[config.mk]
export PLATFORM = sky130hd
export DESIGN_NAME = mmrc_memory_map_refresh_config
export DESIGN_NICKNAME = d
export VERILOG_FILES = /design/src/verilog/mmrc_refresh_tick.v /design/src/verilog/mmrc_memory_map_refresh_config.v
export VERILOG_INCLUDE_DIRS = /design/src /design/src/verilog
export SDC_FILE = /design/constraint.sdc
export NUM_CORES = 1
export LEC_CHECK = 0
export BUFFER_PORTS_ARGS = -buffer_cell sky130_fd_sc_hd__buf_2
export CAP_MARGIN = 20
export CORE_MARGIN = 10
export CORE_UTILIZATION = 50
export CTS_BUF_LIST = sky130_fd_sc_hd__clkbuf_4
export DETAILED_ROUTE_END_ITERATION = 8
export GPL_ROUTABILITY_DRIVEN = 0
export PLACE_DENSITY_LB_ADDON = 0.3
export SKIP_LAST_GASP = 1
export SLEW_MARGIN = 15
export SYNTH_ARGS = -nofsm -noshare
export SYNTH_HDL_FRONTEND = slang
export SYNTH_HIERARCHICAL = 1
export SYNTH_SLANG_ARGS = --single-unit
[constraint.sdc]
create_clock -name clk -period 2.8 [get_ports clk]
set_clock_uncertainty 0.2 [all_clocks]
set_input_delay 0.14 -clock clk [delete_from_list [all_inputs] [get_ports clk]]
set_output_delay 0.14 -clock clk [all_outputs]
set_load 0.02 [all_outputs]
[src/verilog/mmrc_map.vh]
// Purpose: constants for the memory map / refresh configuration block
// Assumes: 125 MHz clk, indexed configuration port pair
// Notes:   definitions only
`ifndef MMRC_MAP_VH
`define MMRC_MAP_VH

// ----------------------------------------------------------------
// configuration ports and indices
// ----------------------------------------------------------------
`define MMRC_PORT_INDEX      8'hEC
`define MMRC_PORT_DATA       8'hED
`define MMRC_IDX_SLOTPTR     8'h02
`define MMRC_IDX_DRAMMAP     8'h03
`define MMRC_IDX_DRAMCTL     8'h05
`define MMRC_IDX_REFRESH_SUSPEND_CONTROL      8'h06

// ----------------------------------------------------------------
// field positions
// ----------------------------------------------------------------
`define MMRC_CTL_PAGEOFF     2
`define MMRC_CTL_PARITYOFF   1
`define MMRC_CTL_ROWSHUT     0
`define MMRC_MAP_ROMMOV_HI   6
`define MMRC_MAP_ROMMOV_LO   5
`define MMRC_MAP_REMAP       4
`define MMRC_REF_SUSPARM     7
`define MMRC_REF_CPUOFF      6
`define MMRC_REF_CPU_RESET_REQUEST_FLAG      5
`define MMRC_REF_HALT        4
`define MMRC_REF_KIND_HI     3
`define MMRC_REF_KIND_LO     2
`define MMRC_REF_PER_HI      1
`define MMRC_REF_PER_LO      0

// ----------------------------------------------------------------
// reset values
// ----------------------------------------------------------------
`define MMRC_RST_SLOTPTR     8'hFF
`define MMRC_RST_REFRESH_SUSPEND_CONTROL      8'h00
`define MMRC_RST_DRAMCTL     8'h00
`define MMRC_RST_DRAMMAP     8'h00

// ----------------------------------------------------------------
// refresh encodings and timing
// ----------------------------------------------------------------
`define MMRC_KIND_RASONLY    2'h0
`define MMRC_KIND_CBR        2'h1
`define MMRC_KIND_SELF       2'h2
`define MMRC_KIND_NONE       2'h3
`define MMRC_PER_STD         2'h0
`define MMRC_PER_SLOW        2'h1
`define MMRC_PER_SLOWER      2'h2
`define MMRC_PER_RSVD        2'h3
// periods in ps, base tick is one standard period
`define MMRC_T_STD_PS        15625000
`define MMRC_T_SLOW_PS       125000000
`define MMRC_T_SLOWER_PS     250000000
// 32 kHz tick period in ps (31.25 us)
`define MMRC_T_RTC_PS        31250000
`define MMRC_RESET_PULSE     16

// ----------------------------------------------------------------
// address map, 64K segment numbers
// ----------------------------------------------------------------
`define MMRC_SEG_640K        8'h0A
`define MMRC_SEG_1M          8'h10
`define MMRC_SEG_C           8'h0C
`define MMRC_SEG_D           8'h0D
`define MMRC_SEG_E           8'h0E
`define MMRC_SEG_F           8'h0F
`define MMRC_SEG_ROMTOP      8'hFE
`define MMRC_PTR_SLOTMAX     8'hFD
`define MMRC_REMAP_BASE      24'h0A_0000
`define MMRC_REMAP_SIZE      24'h06_0000
`define MMRC_SHD_NORMAL      2'h0
`define MMRC_SHD_SETUP       2'h1
`define MMRC_SHD_RDBOARD     2'h2
`define MMRC_SHD_BOARD       2'h3

`endif

[src/verilog/mmrc_refresh_tick.v]
// Purpose: refresh request pacing from the timer or 32 kHz time base
// Assumes: base pulses are one clk wide and synchronous
// Notes:   reserved period code behaves as the standard period
`timescale 1ns/1ns
`include "mmrc_map.vh"

module mmrc_refresh_tick #(
   parameter CW = 5
) (
   // clock and reset
   input  wire          clk,
   input  wire          rst,
   // time bases
   input  wire          timerPulse,
   input  wire          rtcTick,
   input  wire          useRtc,
   input  wire [1:0]    periodSel,
   // request
   output reg           refreshDue
);

   // ----------------------------------------------------------------
   // divisors, at least one base pulse each
   // ----------------------------------------------------------------
   localparam integer TIM_SLOW   = `MMRC_T_SLOW_PS / `MMRC_T_STD_PS;
   localparam integer TIM_SLOWER = `MMRC_T_SLOWER_PS / `MMRC_T_STD_PS;
   localparam integer RTC_STD_R  = `MMRC_T_STD_PS / `MMRC_T_RTC_PS;
   localparam integer RTC_STD    = (RTC_STD_R < 1) ? 1 : RTC_STD_R;
   localparam integer RTC_SLOW   = `MMRC_T_SLOW_PS / `MMRC_T_RTC_PS;
   localparam integer RTC_SLOWER = `MMRC_T_SLOWER_PS / `MMRC_T_RTC_PS;

   reg  [CW-1:0] count;
   reg  [CW-1:0] limit;
   wire          baseTick = useRtc ? rtcTick : timerPulse;

   always @* begin
      case (periodSel)
         `MMRC_PER_SLOW:   limit = useRtc ? RTC_SLOW[CW-1:0] : TIM_SLOW[CW-1:0];
         `MMRC_PER_SLOWER: limit = useRtc ? RTC_SLOWER[CW-1:0] : TIM_SLOWER[CW-1:0];
         default:          limit = useRtc ? RTC_STD[CW-1:0] : {{(CW-1){1'b0}}, 1'b1};
      endcase
   end

   always @(posedge clk or posedge rst) begin
      if (rst) begin
         count      <= {CW{1'b0}};
         refreshDue <= 1'b0;
      end else begin
         refreshDue <= 1'b0;
         if (baseTick) begin
            if (count + {{(CW-1){1'b0}}, 1'b1} >= limit) begin
               count      <= {CW{1'b0}};
               refreshDue <= 1'b1;
            end else begin
               count <= count + {{(CW-1){1'b0}}, 1'b1};
            end
         end
      end
   end

endmodule // mmrc_refresh_tick

[src/verilog/mmrc_memory_map_refresh_config.v]
// Purpose: memory configuration registers, refresh control, address decode
// Assumes: all inputs synchronous to clk, straps stable across reset
// Notes:   decode answers one clk after cpuCycle; straps load after reset
`timescale 1ns/1ns
`include "mmrc_map.vh"

module mmrc_memory_map_refresh_config #(
   parameter RST_CYCLES = `MMRC_RESET_PULSE
) (
   // clock and reset
   input  wire          clk,
   input  wire          rst,
   // configuration i/o port
   input  wire [7:0]    ioAddr,
   input  wire          ioWr,
   input  wire          ioRd,
   input  wire [7:0]    ioWrData,
   output reg  [7:0]    ioRdData,
   // straps sampled after reset
   input  wire          pageModeStrap,
   input  wire          romMoveStrapHi,
   input  wire          romMoveStrapLo,
   input  wire          remapStrap,
   input  wire          romLocStrap,
   input  wire          romWidthStrap,
   // cpu cycle
   input  wire          cpuCycle,
   input  wire [23:0]   cpuAddr,
   input  wire          cpuWrite,
   input  wire          haltCycle,
   input  wire          intAckCycle,
   input  wire          nmi,
   input  wire          sysResetN,
   // reset requests
   input  wire          kbdResetReq,
   input  wire          portAResetReq,
   input  wire          featureResetReq,
   // suspend and time bases
   input  wire          suspendReqN,
   input  wire          hlda,
   input  wire          refreshTimerPulse,
   input  wire          rtcTick,
   // memory sizing and shadow controls
   input  wire [2:0]    totalDramMeg,
   input  wire [7:0]    shadowCtlVideoSeg,
   input  wire [7:0]    shadowCtlCSeg,
   input  wire [7:0]    shadowCtlDSeg,
   input  wire [7:0]    shadowCtlEfSeg,
   // dram control
   output wire          pageModeEnable,
   output wire          parityEnable,
   output wire          singleRowStrobe,
   output wire          bankSelectEnable,
   // refresh
   output reg           refreshReq,
   output wire          refreshCasFirst,
   output reg           selfRefreshHold,
   // suspend
   output reg           suspendActive,
   output wire          clocksStopped,
   output wire          leakageCtl,
   output wire          cpuOffPinState,
   output wire          cpuResetOut,
   output wire          coprocResetOut,
   // decode
   output reg           decValid,
   output reg           decDram,
   output reg           decSlot,
   output reg           decRom,
   output reg  [23:0]   dramAddr,
   output reg           romSelectN,
   output reg           romOnLocalBus,
   output reg           romWide,
   output wire          remapActive
);

   // ----------------------------------------------------------------
   // registers
   // ----------------------------------------------------------------
   reg  [7:0]  cfgIndex;
   reg  [7:0]  slotBoundaryPointer;
   reg  [7:0]  refreshSuspendControl;
   reg  [7:0]  dramControl;
   reg  [7:0]  dramMap;
   reg         strapLoad;
   reg         cpuResetRequestFlag;
   reg         haltSeenFlag;
   reg         nmiPrev;
   reg         cpuResetPrev;
   reg         cbrDoneInSus;
   reg  [4:0]  resetCount;

   wire        wrIndex  = ioWr && (ioAddr == `MMRC_PORT_INDEX);
   wire        wrData   = ioWr && (ioAddr == `MMRC_PORT_DATA) && !strapLoad;
   wire        suspendArm      = refreshSuspendControl[`MMRC_REF_SUSPARM];
   wire        cpuOffInSuspend = refreshSuspendControl[`MMRC_REF_CPUOFF];
   wire [1:0]  refreshKindSel  = refreshSuspendControl[`MMRC_REF_KIND_HI:`MMRC_REF_KIND_LO];
   wire [1:0]  refreshPeriodSel = refreshSuspendControl[`MMRC_REF_PER_HI:`MMRC_REF_PER_LO];
   wire [1:0]  romRelocateSel  = dramMap[`MMRC_MAP_ROMMOV_HI:`MMRC_MAP_ROMMOV_LO];
   wire        upperRegionRemap = dramMap[`MMRC_MAP_REMAP];
   wire        anyResetReq = kbdResetReq | portAResetReq | featureResetReq;
   wire        cpuResetRise = cpuResetOut && !cpuResetPrev;

   // page mode off when bit set
   assign pageModeEnable   = !dramControl[`MMRC_CTL_PAGEOFF];
   assign parityEnable     = !dramControl[`MMRC_CTL_PARITYOFF];
   // one row strobe on bank miss
   assign singleRowStrobe  = dramControl[`MMRC_CTL_ROWSHUT];
   assign bankSelectEnable = (slotBoundaryPointer != 8'h00);

   // ----------------------------------------------------------------
   // register writes and strap capture
   // ----------------------------------------------------------------
   always @(posedge clk or posedge rst) begin
      if (rst) begin
         cfgIndex              <= 8'h00;
         slotBoundaryPointer   <= `MMRC_RST_SLOTPTR;
         refreshSuspendControl <= `MMRC_RST_REFRESH_SUSPEND_CONTROL;
         dramControl           <= `MMRC_RST_DRAMCTL;
         dramMap               <= `MMRC_RST_DRAMMAP;
         strapLoad             <= 1'b1;
         romOnLocalBus         <= 1'b0;
         romWide               <= 1'b0;
      end else begin
         strapLoad <= 1'b0;
         if (strapLoad) begin
            dramControl[`MMRC_CTL_PAGEOFF]   <= pageModeStrap;
            dramMap[`MMRC_MAP_ROMMOV_HI]     <= romMoveStrapHi;
            dramMap[`MMRC_MAP_ROMMOV_LO]     <= romMoveStrapLo;
            dramMap[`MMRC_MAP_REMAP]         <= remapStrap;
            romOnLocalBus <= romLocStrap;
            romWide       <= romWidthStrap;
         end
         if (wrIndex)
            cfgIndex <= ioWrData;
         if (wrData) begin
            case (cfgIndex)
               `MMRC_IDX_SLOTPTR: slotBoundaryPointer <= ioWrData;
               `MMRC_IDX_DRAMCTL: dramControl <= ioWrData;
               `MMRC_IDX_DRAMMAP: dramMap <= ioWrData;
               // status bits 5 and 4 are not writable
               `MMRC_IDX_REFRESH_SUSPEND_CONTROL: begin
                  refreshSuspendControl[`MMRC_REF_SUSPARM:`MMRC_REF_CPUOFF] <=
                     ioWrData[`MMRC_REF_SUSPARM:`MMRC_REF_CPUOFF];
                  refreshSuspendControl[`MMRC_REF_KIND_HI:`MMRC_REF_PER_LO] <=
                     ioWrData[`MMRC_REF_KIND_HI:`MMRC_REF_PER_LO];
               end
               default: ;
            endcase
         end
      end
   end

   // ----------------------------------------------------------------
   // register reads
   // ----------------------------------------------------------------
   reg [7:0] refRead;
   always @* begin
      refRead = refreshSuspendControl;
      refRead[`MMRC_REF_CPU_RESET_REQUEST_FLAG] = cpuResetRequestFlag;
      refRead[`MMRC_REF_HALT]   = haltSeenFlag;
   end

   always @(posedge clk or posedge rst) begin
      if (rst) begin
         ioRdData <= 8'h00;
      end else if (ioRd) begin
         if (ioAddr == `MMRC_PORT_INDEX)
            ioRdData <= cfgIndex;
         else if (ioAddr == `MMRC_PORT_DATA) begin
            case (cfgIndex)
               `MMRC_IDX_SLOTPTR: ioRdData <= slotBoundaryPointer;
               `MMRC_IDX_DRAMCTL: ioRdData <= dramControl;
               `MMRC_IDX_DRAMMAP: ioRdData <= dramMap;
               `MMRC_IDX_REFRESH_SUSPEND_CONTROL:  ioRdData <= refRead;
               default:           ioRdData <= 8'h00;
            endcase
         end else
            ioRdData <= 8'h00;
      end
   end

   // ----------------------------------------------------------------
   // status flags, suspend and cpu reset
   // ----------------------------------------------------------------
   wire suspendEnter = suspendArm && !suspendReqN && hlda && !suspendActive;
   wire suspendExit  = suspendActive && (suspendReqN || !suspendArm);

   always @(posedge clk or posedge rst) begin
      if (rst) begin
         cpuResetRequestFlag <= 1'b0;
         haltSeenFlag        <= 1'b0;
         nmiPrev             <= 1'b0;
         cpuResetPrev        <= 1'b0;
         suspendActive       <= 1'b0;
         resetCount          <= 5'h00;
      end else begin
         nmiPrev      <= nmi;
         cpuResetPrev <= cpuResetOut;
         if (anyResetReq)
            cpuResetRequestFlag <= 1'b1;
         else if (cpuResetRise)
            cpuResetRequestFlag <= 1'b0;
         if (haltCycle)
            haltSeenFlag <= 1'b1;
         else if (!sysResetN || cpuResetOut || (nmi && !nmiPrev) || intAckCycle)
            haltSeenFlag <= 1'b0;
         if (suspendEnter)
            suspendActive <= 1'b1;
         else if (suspendExit)
            suspendActive <= 1'b0;
         if ((suspendExit && cpuOffInSuspend) || anyResetReq)
            resetCount <= RST_CYCLES[4:0];
         else if (resetCount != 5'h00)
            resetCount <= resetCount - 5'h01;
      end
   end

   assign cpuResetOut    = (resetCount != 5'h00);
   assign coprocResetOut = cpuResetOut;
   assign clocksStopped  = suspendActive;
   assign leakageCtl     = suspendActive;
   assign cpuOffPinState = suspendActive && cpuOffInSuspend;

   // ----------------------------------------------------------------
   // refresh
   // ----------------------------------------------------------------
   wire refreshDue;

   // 32 kHz time base in suspend
   mmrc_refresh_tick #(
      .CW         (5)
   ) uTick (
      .clk        (clk),
      .rst        (rst),
      .timerPulse (refreshTimerPulse),
      .rtcTick    (rtcTick),
      .useRtc     (suspendActive),
      .periodSel  (refreshPeriodSel),
      .refreshDue (refreshDue)
   );

   assign refreshCasFirst = (refreshKindSel == `MMRC_KIND_CBR) || (refreshKindSel == `MMRC_KIND_SELF);

   always @(posedge clk or posedge rst) begin
      if (rst) begin
         refreshReq      <= 1'b0;
         selfRefreshHold <= 1'b0;
         cbrDoneInSus    <= 1'b0;
      end else begin
         refreshReq <= refreshDue && (refreshKindSel != `MMRC_KIND_NONE) && !selfRefreshHold;
         if (!suspendActive) begin
            selfRefreshHold <= 1'b0;
            cbrDoneInSus    <= 1'b0;
         end else if (refreshKindSel == `MMRC_KIND_SELF) begin
            if (refreshReq)
               cbrDoneInSus <= 1'b1;
            if (cbrDoneInSus)
               selfRefreshHold <= 1'b1;
         end
      end
   end

   // ----------------------------------------------------------------
   // address decode
   // ----------------------------------------------------------------
   wire [7:0]  seg = cpuAddr[23:16];
   wire [7:0]  effPtr = (slotBoundaryPointer >= `MMRC_SEG_640K && slotBoundaryPointer < `MMRC_SEG_1M) ?
                        `MMRC_SEG_1M : slotBoundaryPointer;
   // remap only for 1M to 4M totals
   wire        sizeOk  = (totalDramMeg != 3'h0) && (totalDramMeg <= 3'h4);
   assign remapActive  = upperRegionRemap && sizeOk;
   wire [23:0] memTop  = {1'b0, totalDramMeg, 20'h0_0000};
   wire        remapHit = remapActive && (cpuAddr >= memTop) && (cpuAddr < memTop + `MMRC_REMAP_SIZE);

   reg  [1:0]  shdMode;
   reg         romDefault;
   reg         tDram;
   reg         tSlot;
   reg         tRom;

   always @* begin
      case (seg[3:0])
         4'hA, 4'hB: shdMode = shadowCtlVideoSeg[{seg[0], cpuAddr[15]}*2 +: 2];
         4'hC:       shdMode = shadowCtlCSeg[cpuAddr[15:14]*2 +: 2];
         4'hD:       shdMode = shadowCtlDSeg[cpuAddr[15:14]*2 +: 2];
         default:    shdMode = shadowCtlEfSeg[{seg[0], cpuAddr[15]}*2 +: 2];
      endcase
      // relocation of C and E segments
      case (seg)
         `MMRC_SEG_C: romDefault = cpuAddr[15] ? (romRelocateSel == 2'h3) : romRelocateSel[1];
         `MMRC_SEG_E: romDefault = cpuAddr[15] ? !romRelocateSel[0] : (romRelocateSel == 2'h0);
         `MMRC_SEG_F: romDefault = 1'b1;
         default:     romDefault = 1'b0;
      endcase
      tDram = 1'b0;
      tSlot = 1'b0;
      tRom  = 1'b0;
      if (remapHit) begin
         tDram = 1'b1;
      end else if (seg >= `MMRC_SEG_ROMTOP) begin
         tRom = 1'b1;
      end else if (seg < `MMRC_SEG_640K) begin
         if (effPtr < `MMRC_SEG_640K && effPtr != 8'h00 && seg >= effPtr)
            tSlot = 1'b1;
         else
            tDram = 1'b1;
      end else if (seg < `MMRC_SEG_1M) begin
         if (remapActive || shdMode == `MMRC_SHD_NORMAL ||
             (shdMode == `MMRC_SHD_SETUP && !cpuWrite) ||
             (shdMode == `MMRC_SHD_RDBOARD && cpuWrite)) begin
            tRom  = romDefault;
            tSlot = !romDefault;
         end else
            tDram = 1'b1;
      end else if (effPtr < `MMRC_SEG_1M) begin
         tSlot = 1'b1;
      end else if (seg < effPtr) begin
         tDram = 1'b1;
      end else if (effPtr <= `MMRC_PTR_SLOTMAX) begin
         tSlot = 1'b1;
      end else begin
         tRom = 1'b1;
      end
   end

   always @(posedge clk or posedge rst) begin
      if (rst) begin
         decValid   <= 1'b0;
         decDram    <= 1'b0;
         decSlot    <= 1'b0;
         decRom     <= 1'b0;
         dramAddr   <= 24'h00_0000;
         romSelectN <= 1'b1;
      end else begin
         decValid <= cpuCycle;
         // no dram cycle with zero pointer
         decDram  <= cpuCycle && tDram && bankSelectEnable;
         decSlot  <= cpuCycle && tSlot;
         decRom   <= cpuCycle && tRom;
         romSelectN <= !(cpuCycle && tRom);
         if (cpuCycle)
            dramAddr <= remapHit ? (cpuAddr - memTop + `MMRC_REMAP_BASE) : cpuAddr;
      end
   end

endmodule // mmrc_memory_map_refresh_config

==> results of run 1 <==
[cell type report]
type	instances	area share (%)
Inverter	54	2.351
Clock inverter	7	0.9810
Multi-Input combinational cell	523	47.71
Antenna cell	3	0.08656
Sequential cell	97	28.13
Timing Repair Buffer	231	17.43
Clock buffer	9	0.7790
Tap cell	176	2.539
[how the worst min path moves through the flow]
stage,end,depth (start not counted),startpoint
2_1_floorplan,uTick/count[0],1,rst
3_3_place_gp,uTick/refreshDue,2,rst
3_5_place_dp,uTick/refreshDue,2,rst
4_1_cts,dramAddr[14],5,cpuAddr[14]
5_1_grt,dramAddr[19],4,cpuAddr[19]
6_report,dramAddr[14],5,cpuAddr[14]
[power by group through the flow]
stage	clock [W]	sequential (W)	combinational (W)
2_1_floorplan	0	0.00159	0.000443
3_3_place_gp	0	0.00154	0.000748
3_5_place_dp	0	0.00154	0.000768
4_1_cts	0.000817	0.00152	0.000831
5_1_grt	0.000867	0.00153	0.000923
6_report	0.000797	0.00152	0.000840
[cells by family after synthesis]
logic type               Yosys count
other                              1
adder cells (fa/ha/maj)           60
AO/OA/AOI/OAI                    162
flip-flops                        97
AND/OR/NAND/NOR                  212
buffers and inverters             74
XOR/XNOR                          20
multiplexers                      68
[sequential cells by signal, summed over array words and instances (netlist names), 8 cells and up]
signal / count
ioRdData: 8
dramMap: 8
dramAddr: 24
slotBoundaryPointer: 8
cfgIndex: 8
dramControl: 8
[per-layer routing]
metal	wire length, um	track usage (%)	vias to the layer above
li1	-	-	2961
met1	7708	23.03	3045
met2	10590	38.36	188
met3	994	4.539	26
met4	415	6.923	0
met5	0	0	-
[metrics by stage]
stage               hold slack (ps)  setup TNS (ps)  instance area, um^2  worst slack (ps)
floorplan                    -269.0               0                 6785             1.800
global placement             -119.2          -5.466                 7888            -5.466
detailed placement           -110.8          -310.8                 7888            -159.6
CTS                           2.011               0                 8587             9.365
global route                  32.29          -423.7                 8673            -130.0
finish                        20.49               0                 8673             39.46
[what timing repair did]
action / in CTS / in global routing
hold buffers: 53 / 0
setup buffers: 0 / 0
resized for setup: 4 / 17
pin swaps: 3 / 9
setup endpoints to repair: 3 / 8
hold endpoints to repair: 135 / 0
[worst min-delay path, delay by kind of cell]
kind,cells,cell delay (ps)
AOI/OAI and AO/OA,2,220
buffers and inverters,2,290
and+or+nand+nor,1,50
[placed cells by master (no fill, tap or decap), types with 9 or more instances in the layout]
cell type	instances
sky130_fd_sc_hd__nand3_1	12
sky130_fd_sc_hd__nor3_1	13
sky130_fd_sc_hd__a21oi_1	38
sky130_fd_sc_hd__buf_4	25
sky130_fd_sc_hd__xnor2_1	12
sky130_fd_sc_hd__dlygate4sd3_1	53
sky130_fd_sc_hd__clkbuf_4	9
sky130_fd_sc_hd__mux2_2	50
sky130_fd_sc_hd__inv_1	52
sky130_fd_sc_hd__nand2_1	48
sky130_fd_sc_hd__nor2b_1	13
sky130_fd_sc_hd__a21o_1	9
sky130_fd_sc_hd__mux2i_1	10
sky130_fd_sc_hd__o21a_1	11
sky130_fd_sc_hd__ha_1	57
sky130_fd_sc_hd__nand2b_1	11
sky130_fd_sc_hd__nor2_1	49
sky130_fd_sc_hd__dfrtp_1	87
sky130_fd_sc_hd__a31oi_1	9
sky130_fd_sc_hd__dfstp_2	10
sky130_fd_sc_hd__buf_2	150
sky130_fd_sc_hd__o211ai_1	12
sky130_fd_sc_hd__o21ai_0	24
sky130_fd_sc_hd__nand4_1	10
==> out/summary.log, run 1 <==
[floorplan] core area 0.01324 mm^2
[cells_and_area] synthesis-to-layout area growth 27.94%
[critical_path] Buf+Inv Stages, Crit Path 1
[global_routing] maximum number of pins on one net before global-route repair 48
[worst_hold_path] class of the worst hold path input port to flip-flop
[synthesis] dominant cell by count in the synthesized netlist sky130_fd_sc_hd__dfrtp_1
[synthesis] mean area per synthesized cell 9.768 um^2
[synthesis] adder-cell share of the synthesized area 11.18%
[job] Max Cap Viol 0
[timing] unrepaired setup endpoints after global routing true
[floorplan] Initial Util 51.19%
[global_routing] final global-route overflow total 0
[global_routing] first-pass GRT wire length 31330 um
[power] post-route total power 0.003155 W
[synthesis] simple-gate portion of the synthesized area 16.91%
[detailed_routing] post-detailed-route DRC marker count 0
[critical_path] Max stage delay on crit path 430 ps
[synthesis] number of synthesized flops with an enable pin 0
[power] clock group share of total power 25.3%
[detailed_routing] Routed Wire Length 19710 um
[cells_and_area] ratio of cells with drive above 1 in the final layout 32.46%
[global_routing] overall track demand over capacity in global routing 20.79%
[timing] final setup violation count 0
[timing] slew of the pin with the lowest slew margin 828.7 ps
[detailed_routing] number of design-rule violations left by the first detailed-router iteration 410
[synthesis] share of synthesized registers carrying an async set or reset 100.0%
[timing] share of the clock period used by the worst path after layout 98.59%
[critical_path] cells along the critical path nor4_4, nand2_2, buf_6, and2_4, ha_4, nor2b_2, o211ai_1, a21oi_1, a211o_1, o311ai_2, o31ai_2, nor4b_4
[power] Flop pwr share 48.1%
[critical_path] CP Launch Type flip-flop
[cells_and_area] final design utilization 65.50%
[synthesis] post-synthesis register bit count 97
[synthesis] multiplexer share of the synthesized area 12.42%
[cells_and_area] combined area of the multi-input logic cells 0.004138 mm^2
[synthesis] number of warning messages in the yosys log 6
[synthesis] dominant cell type by area after synthesis sky130_fd_sc_hd__dfrtp_1
[power] leakage 4.090 nW
[synthesis] distinct cell type count of the synthesized netlist 80
[power] Switching Power 0.001089 W
[clock_network] number of H-tree levels 3
[power] Internal Power 0.002066 W
[synthesis] Synth Area in XOR/XNOR 2.584%
[power] combinational share of power 26.6%
[critical_path] r2r setup slk 40 ps
[detailed_routing] vias per cell 5.655
[clock_network] sink count of the clock tree 97
[global_routing] number of global-route vias before repair 6424
[critical_path] Critical R2R Launch slotBoundaryPointer[7]
[clock_network] CTS buffer count 9
[timing] Max Transition Viols Final 0
[placement] DP Cell Count 1028
[synthesis] Syn Nets 852
[detailed_routing] antenna-violating nets left 0
[cells_and_area] final net count 1074
[synthesis] list of most frequent post-synthesis cells 87 x sky130_fd_sc_hd__dfrtp_1, 59 x sky130_fd_sc_hd__ha_1, 53 x sky130_fd_sc_hd__inv_1, 50 x sky130_fd_sc_hd__mux2_2, 50 x sky130_fd_sc_hd__nand2_1
[cells_and_area] storage element area 0.002440 mm^2
[synthesis] top post-synthesis cells by area sky130_fd_sc_hd__dfrtp_1 32%, sky130_fd_sc_hd__ha_1 11%, sky130_fd_sc_hd__mux2_2 8.3%, sky130_fd_sc_hd__dfstp_2 3.9%, sky130_fd_sc_hd__inv_1 2.9%
[power] Peak supply drop 353.8 uV
[floorplan] die boundary height 136.4 um
[critical_path] cells on worst reg2reg path 12
[critical_path] Worst EP arrival 2980 ps
[critical_path] critical path data required time 3020 ps
[critical_path] CP max stage cell sky130_fd_sc_hd__dfstp_2
[detailed_routing] count of vias placed by the detailed router 6220
[cells_and_area] final instance count without filler cells 1100
[critical_path] total stage count of the critical path 12
[clock_network] source-to-sink clock delay at the later pin of the worst-skew pair 490 ps
[run_status] outcome complete, no violations
[synthesis] top flip-flop cell by instance count after synthesis sky130_fd_sc_hd__dfrtp_1
[clock_network] Worst-path clk slew 180 ps
[critical_path] capture point of the worst path decSlot
[clock_network] CTS tree built
[synthesis] number of cells produced by synthesis 694
[detailed_routing] total iterations of the first detailed-routing run 5
[critical_path] first element of the critical path slotBoundaryPointer[7]
[synthesis] compound-gate portion of the synthesized area 16.50%
[critical_path] endpoint of the lowest-slack register-to-register path decSlot
[global_routing] antenna violations before repair 3
[timing] Max Clk Rate 0.3622 GHz
[placement] number of input and output port buffers inserted 150
[floorplan] Total Die Area 0.01862 mm^2
[clock_network] clock tree root driver cell sky130_fd_sc_hd__clkbuf_4
[power] P per Cell Area 363.7 mW/mm^2
[synthesis] part of the Yosys area used for sequential elements 35.99%
[critical_path] CP delay by family, top simple AND/OR/NAND/NOR gates
[critical_path] peak fanout along the critical path 3
[clock_network] clock buffer depth 2
[power] sw frac 34.51%
[synthesis] area share of the leading cell type in the synthesized netlist 32.12%
[placement] half-perimeter wire length after placement 14940 um
[floorplan] overall die width 136.4 um
[floorplan] Std-Cell Rows 42
[timing] relative slew slack 44.69%
[floorplan] I/O pin count 151
[cells_and_area] FILL cells 1101
[synthesis] main combinational cell family by area after synthesis simple AND/OR/NAND/NOR gates
[timing] final critical-path required period 2761 ps
[synthesis] Post-Synthesis Cell Area 0.006779 mm^2
[critical_path] Setup CP Type flip-flop to flip-flop
[critical_path] category of the worst setup path capture point flip-flop
[timing] number of failing hold endpoints at the final stage 0
[detailed_routing] post-detailed-route wirelength per cell 17.91 um
Power figures use the tool's default switching activity.
==> inputs of run 2 (changes only) <==
--- a/config.mk
+++ b/config.mk
@@ -7,13 +7,14 @@
 export NUM_CORES = 1
 export LEC_CHECK = 0
 export BUFFER_PORTS_ARGS = -buffer_cell sky130_fd_sc_hd__buf_2
-export CAP_MARGIN = 20
+export CAP_MARGIN = 40
 export CORE_MARGIN = 10
-export CORE_UTILIZATION = 50
+export CORE_UTILIZATION = 51
 export CTS_BUF_LIST = sky130_fd_sc_hd__clkbuf_4
 export DETAILED_ROUTE_END_ITERATION = 8
 export GPL_ROUTABILITY_DRIVEN = 0
 export PLACE_DENSITY_LB_ADDON = 0.3
+export REMOVE_ABC_BUFFERS = 1
 export SKIP_LAST_GASP = 1
 export SLEW_MARGIN = 15
 export SYNTH_ARGS = -nofsm -noshare
==> run 2 against run 1 <==
  * Sequential power barely moved
  * Maximum frequency rose by 0.44%
  * Critical path depth fell by 1
  * Worst hold slack got worse by 2.5 ps
  * Non-clock buffer count rose by 10
  * Power fell by 1.7%
  * Combinational power rose by 2.6%
  * Sequential share of layout area fell by 0.065 points
  * Cell area rose by 0.23%
  * Critical endpoint is now dramAddr[16]
  * Largest power group unchanged
==> out/summary.log, run 2 (same netlist as run 1, synthesis figures left out) <==
[critical_path] critical path data required time 2980 ps [-40 ps]
[global_routing] maximum number of pins on one net before global-route repair 48 [unchanged]
[floorplan] I/O pin count 151 [unchanged]
[global_routing] overall track demand over capacity in global routing 21.37% [+0.58 points]
[floorplan] overall die width 135.3 um [-0.84%]
[worst_hold_path] class of the worst hold path input port to asynchronous set/reset pin
[clock_network] clock tree root driver cell sky130_fd_sc_hd__clkbuf_4
[detailed_routing] antenna-violating nets left 0 [unchanged]
[cells_and_area] highest-count cells in the layout ignoring fill and taps 150 x sky130_fd_sc_hd__buf_2, 87 x sky130_fd_sc_hd__dfrtp_1, 56 x sky130_fd_sc_hd__ha_1
[timing] unrepaired setup endpoints after global routing true
[timing] slew of the pin with the lowest slew margin 672.4 ps [-156.3 ps]
[critical_path] CP Launch Type input port
[floorplan] Total Die Area 0.01830 mm^2 [-1.7%]
[detailed_routing] post-detailed-route wirelength per cell 17.78 um [-0.76%]
[cells_and_area] most frequent standard cell in the layout excluding fill and tap cells sky130_fd_sc_hd__buf_2
[detailed_routing] total iterations of the first detailed-routing run 7 [+2]
[critical_path] category of the worst setup path capture point flip-flop
[timing] Max Transition Viols Final 0 [unchanged]
[critical_path] endpoint of the lowest-slack register-to-register path decSlot
[clock_network] CTS buffer count 9 [unchanged]
[timing] worst-case setup margin in the final layout 51.69 ps [+12.22 ps]
[global_routing] first-pass GRT wire length 32220 um [+2.9%]
[timing] Max Clk Rate 0.3639 GHz [+0.44%]
[timing] share of the clock period used by the worst path after layout 98.15% [-0.44 points]
[timing] final critical-path required period 2748 ps [-12.22 ps]
[placement] setup slack at placement -140.3 ps [+19.37 ps]
[job] Max Cap Viol 0 [unchanged]
[critical_path] Setup CP Type input port to flip-flop
[global_routing] final global-route overflow total 0 [unchanged]
[power] P per Cell Area 356.6 mW/mm^2 [-2.0%]
[power] leakage 4.115 nW [+0.60%]
[detailed_routing] vias per cell 5.681 [+0.47%]
[detailed_routing] post-detailed-route DRC marker count 0 [unchanged]
[detailed_routing] number of design-rule violations left by the first detailed-router iteration 463 [+13%]
[clock_network] Worst-path clk slew 150 ps [-30 ps]
[floorplan] core area 0.01314 mm^2 [-0.79%]
[detailed_routing] Routed Wire Length 19680 um [-0.13%]
[clock_network] CTS tree built
[placement] half-perimeter wire length after placement 15180 um [+1.6%]
[global_routing] number of global-route vias before repair 6691 [+4.2%]
[timing] number of failing hold endpoints at the final stage 0 [unchanged]
[run_status] outcome complete, no violations
[critical_path] Critical R2R Launch slotBoundaryPointer[7]
[cells_and_area] Largest register FFs 24 [unchanged]
[critical_path] r2r setup slk 120 ps [+80 ps]
[floorplan] die boundary height 135.3 um [-0.84%]
[clock_network] clock buffer depth 2 [unchanged]
[global_routing] antenna violations before repair 0 [-3]
[cells_and_area] synthesis-to-layout area growth 28.24%
[timing] final setup violation count 0 [unchanged]
[clock_network] source-to-sink clock delay at the later pin of the worst-skew pair 480 ps [about the same]
[cells_and_area] register with the highest flop count dramAddr
[power] post-route total power 0.003100 W [-1.7%]
[timing] relative slew slack 55.05% [+10 points]
[cells_and_area] final net count 1084 [+0.93%]
[clock_network] sink count of the clock tree 97 [unchanged]
[power] Peak supply drop 285.6 uV [-19%]
[placement] number of input and output port buffers inserted 150 [unchanged]
[clock_network] number of H-tree levels 3 [unchanged]
[critical_path] cells on worst reg2reg path 12 [unchanged]
[floorplan] Initial Util 51.60% [+0.41 points]
[floorplan] Std-Cell Rows 42 [unchanged]
[cells_and_area] n_diodes 0 [-3]
[detailed_routing] count of vias placed by the detailed router 6289 [+1.1%]
[critical_path] Worst EP arrival 2930 ps [-50 ps]
[critical_path] first element of the critical path cpuAddr[6]
[critical_path] peak fanout along the critical path 5 [+2]
[cells_and_area] ratio of cells with drive above 1 in the final layout 34.05% [+1.6 points]
-- run 2: how the worst max path moves through the flow --
| stage | endpoint | slack, ps | cells past startpoint |
|---|---|---|---|
| floorplan | decSlot | -100 | 11 |
| global placement | decSlot | -100 | 11 |
| detailed placement | decSlot | -140 | 11 |
| CTS | dramAddr[19] | 10 | 11 |
| global route | decSlot | -60 | 10 |
| finish | dramAddr[16] | 50 | 11 |
-- run 2: final cells by class --
| cell class | count | area (um^2) |
|---|---|---|
| Clock buffer | 10 | 75.07 |
| Clock inverter | 6 | 43.79 |
| Fill cell | 1072 | 4444 |
| Inverter | 54 | 203.9 |
| Multi-Input combinational cell | 523 | 4130 |
| Sequential cell | 97 | 2440 |
| Tap cell | 176 | 220.2 |
| Timing Repair Buffer | 241 | 1580 |
-- run 2: critical path, cell delays in order --
cell and delay, ps:
sky130_fd_sc_hd__dlygate4sd3_1 530, sky130_fd_sc_hd__buf_2 140, sky130_fd_sc_hd__inv_1 110, sky130_fd_sc_hd__ha_1 300
sky130_fd_sc_hd__o21ba_2 230, sky130_fd_sc_hd__o2111ai_1 210, sky130_fd_sc_hd__a31oi_1 110, sky130_fd_sc_hd__or3_1 380
sky130_fd_sc_hd__a311oi_1 380, sky130_fd_sc_hd__mux2i_1 130, sky130_fd_sc_hd__a211o_1 270
-- run 2: report_power, final --
group / internal (W) / leakage [nW] / switching [W]
registers: 0.00147 / 1.21 / 0.0000463
logic: 0.000392 / 2.84 / 0.000470
clock network: 0.000196 / 0.0667 / 0.000528
total: 0.00206 / 4.11 / 0.00104
-- run 2: repair_timing --
| item | CTS | global route |
|---|---|---|
| hold endpoints to repair | 134 | 0 |
| cloned | 0 | 0 |
| hold buffers | 49 | 0 |
| resized for setup | 4 | 18 |
| buffers inserted | 1 | 0 |
| pin swaps | 1 | 8 |
| setup endpoints to repair | 2 | 11 |
-- run 2: layer usage --
| metal | up-vias | global-route usage, % | part of all wire [%] |
|---|---|---|---|
| li1 | 2988 | - | - |
| met1 | 3055 | 24.05 | 39 |
| met2 | 206 | 38.66 | 53 |
| met3 | 40 | 3.746 | 4.8 |
| met4 | 0 | 9.270 | 2.5 |
| met5 | - | 0 | 0 |
-- run 2: per-stage QoR --
step                      instances  setup TNS [ps]  instance area (um^2)  utilization (%)  hold WS, ps
after global routing           1107          -88.11                  8693            66.17        41.09
final                          1107               0                  8693            66.17        18.04
after global placement         1040          -174.7                  7959            60.58       -121.1
after detailed placement       1040          -275.9                  7959            60.58       -108.8
after CTS                      1106               0                  8589            65.38        9.516
after floorplan                 674          -165.2                  6686                -       -269.0
